===== src/logic/php_pkg.sv =====
// Purpose: constants for the host-side parallel register port controller
// Assumes: 10 MHz system clock, 8-bit device data bus
// Notes:   strobe phase lengths are whole clock cycles
package php_pkg;
  localparam int unsigned CLK_HZ         = 10_000_000;
  localparam int unsigned DATA_W         = 8;
  localparam int unsigned ADDR_W         = 8;
  // strobe low time and setup/hold, in ns
  localparam int unsigned T_SETUP_NS     = 100;
  localparam int unsigned T_STROBE_NS    = 300;
  localparam int unsigned T_HOLD_NS      = 100;
  localparam int unsigned NS_PER_S       = 1_000_000_000;
  localparam int unsigned SETUP_CYC_I    = (T_SETUP_NS * (CLK_HZ / 1_000_000) + 999) / 1000;
  localparam int unsigned STROBE_CYC_I   = (T_STROBE_NS * (CLK_HZ / 1_000_000) + 999) / 1000;
  localparam int unsigned HOLD_CYC_I     = (T_HOLD_NS * (CLK_HZ / 1_000_000) + 999) / 1000;
  localparam logic [3:0]  SETUP_CYC      = 4'(SETUP_CYC_I < 1 ? 1 : SETUP_CYC_I);
  localparam logic [3:0]  STROBE_CYC     = 4'(STROBE_CYC_I < 1 ? 1 : STROBE_CYC_I);
  localparam logic [3:0]  HOLD_CYC       = 4'(HOLD_CYC_I < 1 ? 1 : HOLD_CYC_I);
  localparam logic [DATA_W-1:0] DATA_RST = 8'h00;
  localparam logic [ADDR_W-1:0] ADDR_RST = 8'h00;

  typedef enum logic [4:0] {
    ST_IDLE   = 5'b0_0001,
    ST_SETUP  = 5'b0_0010,
    ST_STROBE = 5'b0_0100,
    ST_HOLD   = 5'b0_1000,
    ST_DONE   = 5'b1_0000
  } php_state_t;
endpackage : php_pkg


===== src/logic/php_host.sv =====
// Purpose: host controller driving the device's parallel register port pins
// Assumes: one request at a time; i_req is taken only while o_ready is high
// Notes:   address pins leave the host through o_addr
//          chip enable is held low through the whole access; the strobes alone frame it
//          a request is acted on only while o_ready is high; one raised mid-access is dropped
//
// Operation
// - write strobe and chip enable both low loads data into addressed register
// - chip enable may stay low or move together with the write strobe
// - read strobe and chip enable both low present the addressed register
// - chip enable may move together with the read strobe on reads
// - chip enable active low; strobes ignored while it is high
`timescale 1ns/100ps
`default_nettype none
module php_host (
  input  wire logic                        i_clk,
  input  wire logic                        i_resetn,
  input  wire logic                        i_req,
  input  wire logic                        i_we,
  input  wire logic [php_pkg::ADDR_W-1:0]  i_addr,
  input  wire logic [php_pkg::DATA_W-1:0]  i_wdata,
  output logic                             o_ready,
  output logic                             o_done,
  output logic [php_pkg::DATA_W-1:0]       o_rdata,
  output logic [php_pkg::ADDR_W-1:0]       o_addr,
  output logic                             o_ce_n,
  output logic                             o_wr_n,
  output logic                             o_rd_n,
  input  wire logic [php_pkg::DATA_W-1:0]  i_host_data_bus,
  output logic [php_pkg::DATA_W-1:0]       o_host_data_bus,
  output logic                             o_host_data_bus_oe
);
  php_pkg::php_state_t          state_r, state_nxt;
  logic [3:0]                   cnt_r, cnt_nxt;
  logic                         we_r, we_nxt;
  logic [php_pkg::ADDR_W-1:0]   addr_r, addr_nxt;
  logic [php_pkg::DATA_W-1:0]   wdata_r, wdata_nxt;
  logic [php_pkg::DATA_W-1:0]   rdata_r, rdata_nxt;
  logic                         ce_n_r, ce_n_nxt;
  logic                         wr_n_r, wr_n_nxt;
  logic                         rd_n_r, rd_n_nxt;
  logic                         oe_r, oe_nxt;
  logic                         done_r, done_nxt;
  logic                         take;
  logic                         rd_sample;

  // phase counts run down to one; a zero load also ends the phase, so the count never wraps
  function automatic logic cnt_last(input logic [3:0] cnt);
    return (cnt <= 4'h1);
  endfunction : cnt_last

  function automatic logic [3:0] cnt_dec(input logic [3:0] cnt);
    return cnt - 4'h1;
  endfunction : cnt_dec

  // a request is taken only in idle; anything raised during an access is dropped
  assign take      = (state_r == php_pkg::ST_IDLE) && i_req;
  // read data is taken on the last strobe-low cycle, before the strobe rises and the device lets go
  assign rd_sample = (state_r == php_pkg::ST_STROBE) && cnt_last(cnt_r) && !we_r;

  always_comb
  begin
    state_nxt = state_r;
    cnt_nxt   = cnt_r;
    ce_n_nxt  = ce_n_r;
    wr_n_nxt  = wr_n_r;
    rd_n_nxt  = rd_n_r;
    oe_nxt    = oe_r;
    done_nxt  = 1'b0;
    case (state_r)
      php_pkg::ST_IDLE:
      begin
        if (take)
        begin
          // chip enable falls ahead of the strobe; transfers need it low
          ce_n_nxt  = 1'b0;
          // host drives data only for writes, never while a read strobe is low
          oe_nxt    = i_we;
          cnt_nxt   = php_pkg::SETUP_CYC;
          state_nxt = php_pkg::ST_SETUP;
        end
      end
      php_pkg::ST_SETUP:
      begin
        if (cnt_last(cnt_r))
        begin
          // falling strobe opens the cycle
          wr_n_nxt  = ~we_r;
          rd_n_nxt  = we_r;
          cnt_nxt   = php_pkg::STROBE_CYC;
          state_nxt = php_pkg::ST_STROBE;
        end
        else
        begin
          cnt_nxt = cnt_dec(cnt_r);
        end
      end
      php_pkg::ST_STROBE:
      begin
        if (cnt_last(cnt_r))
        begin
          // data held across the rising write edge, where the device latches
          wr_n_nxt  = 1'b1;
          rd_n_nxt  = 1'b1;
          cnt_nxt   = php_pkg::HOLD_CYC;
          state_nxt = php_pkg::ST_HOLD;
        end
        else
        begin
          cnt_nxt = cnt_dec(cnt_r);
        end
      end
      php_pkg::ST_HOLD:
      begin
        // chip enable rises after the strobe so the latch edge lands inside the enable
        if (cnt_last(cnt_r))
        begin
          ce_n_nxt  = 1'b1;
          oe_nxt    = 1'b0;
          state_nxt = php_pkg::ST_DONE;
        end
        else
        begin
          cnt_nxt = cnt_dec(cnt_r);
        end
      end
      php_pkg::ST_DONE:
      begin
        done_nxt  = 1'b1;
        state_nxt = php_pkg::ST_IDLE;
      end
      default:
      begin
        // an illegal state parks every pin at its idle level
        ce_n_nxt  = 1'b1;
        wr_n_nxt  = 1'b1;
        rd_n_nxt  = 1'b1;
        oe_nxt    = 1'b0;
        state_nxt = php_pkg::ST_IDLE;
      end
    endcase
  end

  // pins go idle at once; a reset in mid-write may still hand the device a latch edge
  always_ff @(posedge i_clk or negedge i_resetn)
  begin
    if (!i_resetn)
    begin
      state_r <= php_pkg::ST_IDLE;
      cnt_r   <= 4'h0;
      ce_n_r  <= 1'b1;
      wr_n_r  <= 1'b1;
      rd_n_r  <= 1'b1;
      oe_r    <= 1'b0;
      done_r  <= 1'b0;
    end
    else
    begin
      state_r <= state_nxt;
      cnt_r   <= cnt_nxt;
      ce_n_r  <= ce_n_nxt;
      wr_n_r  <= wr_n_nxt;
      rd_n_r  <= rd_n_nxt;
      oe_r    <= oe_nxt;
      done_r  <= done_nxt;
    end
  end

  // request fields are latched at the take, so i_addr and i_wdata may move once an access has begun
  always_comb
  begin
    we_nxt    = we_r;
    addr_nxt  = addr_r;
    wdata_nxt = wdata_r;
    rdata_nxt = rdata_r;
    if (take)
    begin
      we_nxt    = i_we;
      addr_nxt  = i_addr;
      wdata_nxt = i_wdata;
    end
    if (rd_sample)
    begin
      // sample before the strobe rises: device drive stops with it
      rdata_nxt = i_host_data_bus;
    end
  end

  always_ff @(posedge i_clk or negedge i_resetn)
  begin
    if (!i_resetn)
    begin
      we_r    <= 1'b0;
      addr_r  <= php_pkg::ADDR_RST;
      wdata_r <= php_pkg::DATA_RST;
      rdata_r <= php_pkg::DATA_RST;
    end
    else
    begin
      we_r    <= we_nxt;
      addr_r  <= addr_nxt;
      wdata_r <= wdata_nxt;
      rdata_r <= rdata_nxt;
    end
  end

  // every pin and data output comes straight from a flip-flop, so the device sees no glitch
  assign o_ready            = (state_r == php_pkg::ST_IDLE);
  assign o_done             = done_r;
  assign o_rdata            = rdata_r;
  assign o_addr             = addr_r;
  assign o_ce_n             = ce_n_r;
  assign o_wr_n             = wr_n_r;
  assign o_rd_n             = rd_n_r;
  assign o_host_data_bus    = wdata_r;
  assign o_host_data_bus_oe = oe_r;
endmodule : php_host
`default_nettype wire


===== config.mk =====
export PLATFORM = sky130hd
export DESIGN_NAME = php_host
export DESIGN_NICKNAME = d
export VERILOG_FILES = /design/src/logic/php_pkg.sv /design/src/logic/php_host.sv
export SDC_FILE = /design/constraint.sdc
export NUM_CORES = 1
export LEC_CHECK = 0
export BUFFER_PORTS_ARGS = -buffer_cell sky130_fd_sc_hd__buf_2
export CAP_MARGIN = 20
export CELL_PAD_IN_SITES_DETAIL_PLACEMENT = 2
export CELL_PAD_IN_SITES_GLOBAL_PLACEMENT = 2
export CORE_MARGIN = 1
export CORE_UTILIZATION = 29
export CTS_CLUSTER_DIAMETER = 200
export DETAILED_ROUTE_END_ITERATION = 12
export PLACE_DENSITY = 0.84
export SETUP_SLACK_MARGIN = 0.1
export SLEW_MARGIN = 30
export SYNTH_ARGS = -nofsm -noshare
export SYNTH_HDL_FRONTEND = slang
export SYNTH_SLANG_ARGS = --single-unit

===== constraint.sdc =====
create_clock -name i_clk -period 1.56 [get_ports i_clk]
set_input_delay 0.078 -clock i_clk [delete_from_list [all_inputs] [get_ports i_clk]]
set_output_delay 0.078 -clock i_clk [all_outputs]
set_load 0.005 [all_outputs]

======== Word-level counts from Yosys, hierarchy flattened ========
Cells that the tools add are included.
storage, ports and cells
  output and inout port bits .............. 30
  input bits .............................. 28
  bits in registers ....................... 39
  logic and storage cells ................. 58
cells by class
  bitwise operators ....................... 3
  mux-type cells .......................... 21
  order comparisons ....................... 1
  equal/unequal tests ..................... 10
  $add $sub $neg .......................... 1
  reductions and logical operators ........ 11
operators by type and width
  kind                                                                               count
  5-bit 2-to-1 mux                                                                   4
  5-bit one-hot mux with 4 select lines                                              1
  4-bit 2-to-1 mux                                                                   4
  4-bit one-hot mux with 4 select lines                                              1
  1-bit one-hot mux with 3 select lines                                              4
  3-bit AND reduction                                                                3
  1-bit 2-to-1 mux                                                                   7
  2-bit inequality test (second input constant)                                      3
  3-bit OR reduction                                                                 2
  5-bit by 1-bit equality test with 1-bit output (second input constant)             1
  5-bit by 2-bit equality test with 1-bit output (second input constant)             1
  5-bit by 3-bit equality test with 1-bit output (second input constant)             1
  5-bit by 4-bit equality test with 1-bit output (second input constant)             1
  5-bit equality test (second input constant)                                        1
  4-bit by 1-bit less-or-equal comparator with 1-bit output (second input constant)  1
  2-bit by 1-bit inequality test with 1-bit output (second input constant)           2
  4-bit AND reduction                                                                1
  4-bit nonzero test                                                                 1
  4-bit by 1-bit subtractor with 4-bit output (second input constant)                1
  1-bit logical AND                                                                  3
  1-bit NOT                                                                          3
  1-bit logical NOT                                                                  1

======== Depth between registers and ports, before layout ========
  depth in word-level cells ............... 4
  depth in mapped cells ................... 6
  gate-level depth less buffers ........... 6

======== Worst setup path after synthesis ========
Ideal clock, no wire load.
  kind .................................... flip-flop to flip-flop
  start ................................... reg cnt_r[1]
  end ..................................... reg ce_n_r (netlist: o_ce_n)
  clock period less this slack ............ 1.637 ns
  setup time .............................. 0.083 ns
  data arrival time ....................... 1.554 ns
  slack ................................... -0.077 ns
  data required time ...................... 1.477 ns
  stages on the path, launching flop included .. 7
  buffers on the path ..................... 0
  path through ............................ dfrtp_1 inv_1 ha_1 nor2_1 o31a_2 or2_1 a221o_1
between the ends
  longest elaborated chain between the ends .. 3
RTL lines
  item                                                       line             text
  start: declaration                                         php_host.sv:34   logic [3:0] cnt_r, cnt_nxt;
  start signal: assignment                                   php_host.sv:160  cnt_r <= cnt_nxt;
  4-bit by 1-bit less-or-equal comparator with 1-bit output  php_host.sv:49   return (cnt <= 4'h1);
  2-bit inequality test (no line)                            -
  3-bit AND reduction (no line)                              -
  end signal: assignment                                     php_host.sv:161  ce_n_r <= ce_n_nxt;
  end: declaration                                           php_host.sv:39   logic ce_n_r, ce_n_nxt;
No other way between the ends.
A chain may end at the register's enable or synchronous reset.

======== Worst setup path after layout ========
  start ................................... reg cnt_r[0]
  end ..................................... reg ce_n_r (netlist: o_ce_n)
The elaborated chain is that of the path after synthesis.

==> impl_results.md <==
* Initial antenna violation count at 0
* Fraction of synthesis flops using an asynchronous set or reset pin at between 90% and 100%
* Max Slew Vio Count at 0
* Filler instances at 653
* Layout Skew at 0.00519 ns
* Synthesized instance count at 146
* Antenna diode count at 0
* Worst slew pin tran at 0.520 ns
* Worst Setup End Kind: flop
* Post-layout instance count excluding filler cells at 328
* Standard cell area after detailed placement at 2440 um2
* Switching Fraction at 37.4%
* Tightest hold margin at ~0.0041 ns
* Rel. slew slack at 65.3%
* Hold path cells at 2
* Sequential fraction of the synthesis area at a little over half
* Final routed wire length divided by cell count at 21.1 um
* Clock buffers created by TritonCTS at 5
* Outcome: complete, but fails checks
* Violated checks: negative setup slack
* Port Buffer Count at 57
* Final wirelength at ~6.9 mm
* Number of sinks handled by clock tree synthesis at 39
* Internal power of the cells at 3.94 mW
* Startpoint of the lowest-slack hold path: i_host_data_bus[2]
* Detailed placer's ending HPWL at 3.73 mm
* Number of synthesized flops with an enable pin at 0
* Clock transition at the register clock pins on the worst setup and hold paths after CTS at 0.09 ns
* Vias in the first global route at 1825
* Data required, critical path at 1.79 ns
* Final Hold Viols at 0
* Highest fanout seen on the critical path at 3
* Syn_nets at 176
* Count of antenna-violating nets left after detailed routing at 0
* Maximum achievable frequency at 0.601 GHz
* Effective utilization at floorplan at ~30%
* Count of synthesis-stage warnings from yosys at 0
* Commonest cells after routing, fill and taps aside: buf_2, dfrtp_1, buf_4
* Count of TritonRoute iterations in the first routing pass at 3
* Cells along the critical path: inv_2 -> ha_4 -> nor2_4 -> o31a_2 -> or2_1 -> a221o_1
* Gp weighted congestion at 0.739
* Top Family by Delay on Critical Path: compound AO/OA/AOI/OAI gates
* Violation count after the first detailed-routing iteration at 39
* Die Footprint at ~6800 um2
* All-layer global routing usage at 21.8%
* Part of the power in registers at around 29%
* End of the worst hold path: o_rdata[2]
* Synthesized flop and latch total at 39
* Util after Layout at 46.7%
* Count of H-tree levels built during CTS at 2
* Leakage power figure at 1.38 nW
* Area of the multi-input gates at between 1000 and 1500 um2
* Remaining global-route overflow at 0
* Reg-to-reg critical path endpoint: o_ce_n
* Die span in y at 82.6 um
* Post-route fraction of the period consumed by the critical path at 107%
* Count of placed standard cells including taps at between 200 and 300
* Worst-case clock buffer depth at 2
* Row Count at 29
* Fraction of final layout cells sized beyond drive strength 1 at between 60% and 70%
* Launch instance of the worst register-to-register path: cnt_r[0]
* Depth of the worst register-to-register path at 6
* Arrival time worst endpoint at 1.90 ns
* Most common library cell in the layout ignoring fill and taps: buf_2
* Final setup viols at 33
* Buffer type at the clock tree root: clkbuf_8
* Power density over the cells at 2140 nW/um2
* Pin count of the biggest net entering global routing at 40
* Unrepaired setup endpoints after global routing: true
* WP buf/inv at 1
* Nets at 280
* Clock tree from TritonCTS: yes
* Synth-to-Final Area Change at 56.4%
* Biggest cell delay along the critical path at 0.45 ns
* First-pass GRT wire length at between 10 and 15 mm
* Worst setup path class: reg -> reg
* Post-synthesis instance area at 1880 um2
* Number of maximum-capacitance constraint violations at 0
* Average via count per standard cell at 5.09
* Worst vdd ir at 0.925 mV
* Startpoint types: flop
* Via count at 1670
* Slack of the worst reg-to-reg path at -0.10 ns
* Part of the power in the clock network at between 10% and 20%
* Class of the tightest hold or removal check: in -> reg
* Core footprint at 6310 um2
* Horizontal die dimension at 82.6 um
* Clk Latency, worst-skew pair at 0.30 ns
* Relative contribution of combinational cells to total power at between 50% and 60%
* Avg Synthesized Cell Area at 12.9 um2
* Post-synthesis cell type count at 44
* Fin worst setup slack at -0.104 ns
* DR DRC count at 0
* Seq. cell area at 987 um2
* Final Instance Area at about 2900 um2
* Final worst path period need at between 1.5 and 2 ns
* Power Total at 6.31 mW
* Switching power of the nets at around 2.4 mW
* Dominant synthesized flop cell: dfrtp_1
* Ports at 58
* Standard cell with the maximum stage delay on the critical path: dfrtp_2
==> metal layers <==
layer / vias up / global-route usage (%) / part of all wire [%]
met5: - / 0 / 0
li1: 749 / - / -
met3: 18 / 3.41 / 2.7
met2: 46 / 40.2 / 55
met1: 857 / 24.5 / 39
met4: 0 / 10.0 / 3.3
==> per-stage QoR <==
| stage | worst slack, ns | TNS (ns) |
|---|---|---|
| 2_1_floorplan | -0.0153 | -0.134 |
| 3_3_place_gp | -0.0613 | -1.48 |
| 3_5_place_dp | -0.148 | -3.05 |
| 4_1_cts | -0.0939 | -0.946 |
| 5_1_grt | -0.176 | -2.82 |
| 6_report | -0.104 | -1.47 |
==> worst max path at each step <==
stage	start	end	slack [ns]	cells past startpoint
after floorplan	cnt_r[1]	o_rdata[0]	-0.02	6
after global placement	state_r[2]	o_addr[0]	-0.06	3
after detailed placement	state_r[4]	cnt_r[2]	-0.15	4
after CTS	cnt_r[1]	o_rdata[2]	-0.09	6
after global routing	state_r[2]	o_ce_n	-0.18	6
final	cnt_r[0]	o_ce_n	-0.10	6
==> cells in the mapped netlist (2+ instances only) <==
| cell | number | share of area [%] |
|---|---|---|
| a22o_1 | 2 | 0.93 |
| and2b_4 | 2 | 1.1 |
| and3_1 | 2 | 0.66 |
| buf_4 | 3 | 1.2 |
| buf_6 | 3 | 1.8 |
| dfrtp_1 | 35 | 46 |
| dfstp_2 | 4 | 5.6 |
| ha_1 | 2 | 1.3 |
| inv_1 | 5 | 1.0 |
| mux2_2 | 26 | 16 |
| mux2i_1 | 3 | 1.6 |
| nand2_1 | 5 | 1.0 |
| nand3_1 | 4 | 1.1 |
| nor2_1 | 8 | 1.6 |
| nor2b_1 | 4 | 1.3 |
| nor3_1 | 2 | 0.53 |
| nor3_4 | 2 | 1.7 |
| nor4b_1 | 2 | 0.93 |
| o21ai_0 | 6 | 1.6 |
| o21bai_1 | 2 | 0.80 |
==> area by class of cell <==
cell class / count / area share, %
Multi-Input combinational cell: 98 / 36.0
Sequential cell: 39 / 33.5
Timing Repair Buffer: 101 / 22.8
Tap cell: 77 / 3.27
Clock buffer: 5 / 2.34
Clock inverter: 3 / 1.49
Inverter: 5 / 0.637
==> worst register-to-register path: stages, from the launching register on <==
cell and delay, ns:
dfrtp_2 0.45, inv_2 0.09, ha_4 0.16, nor2_4 0.05, o31a_2 0.32, or2_1 0.23, a221o_1 0.29
==> timing repair <==
| item | in CTS | in global routing |
|---|---|---|
| hold buffers | 5 | 0 |
| resized for setup | 50 | 8 |
| pin swaps | 11 | 10 |
| endpoints found under the hold margin | 39 | 0 |
| endpoints found under the setup margin | 39 | 38 |
| cloned | 3 | 0 |
| buffers inserted | 13 | 4 |
==> power by group through the flow <==
stage	clock [mW]	sequential (mW)	combinational (mW)
2_1_floorplan	0	1.80	1.54
3_3_place_gp	0	1.83	2.40
3_5_place_dp	0	1.86	2.51
4_1_cts	0.899	1.84	3.36
5_1_grt	0.934	1.91	3.79
6_report	0.888	1.85	3.56
==> logic make-up (layout without fill, tap and decap cells) <==
kind of cell,Yosys count,in the layout,share of synthesized area (%)
muxes,29,29,17.1
and+or+nand+nor,40,43,14.7
xor gates and xnor gates,1,1,0.465
AOI/OAI and AO/OA,23,23,10.1
DFF,39,39,52.1
adders and majority gates,2,2,1.33
buffers and inverters,12,114,4.25
==> flip-flops by register name, summed over array words and instances (netlist names) <==
name / count
we_r: 1
o_rdata: 8
o_done: 1
o_rd_n: 1
state_r: 5
o_host_data_bus_oe: 1
o_wr_n: 1
o_host_data_bus: 8
cnt_r: 4
o_addr: 8
o_ce_n: 1
No activity file was read; power rests on OpenSTA's default activity.
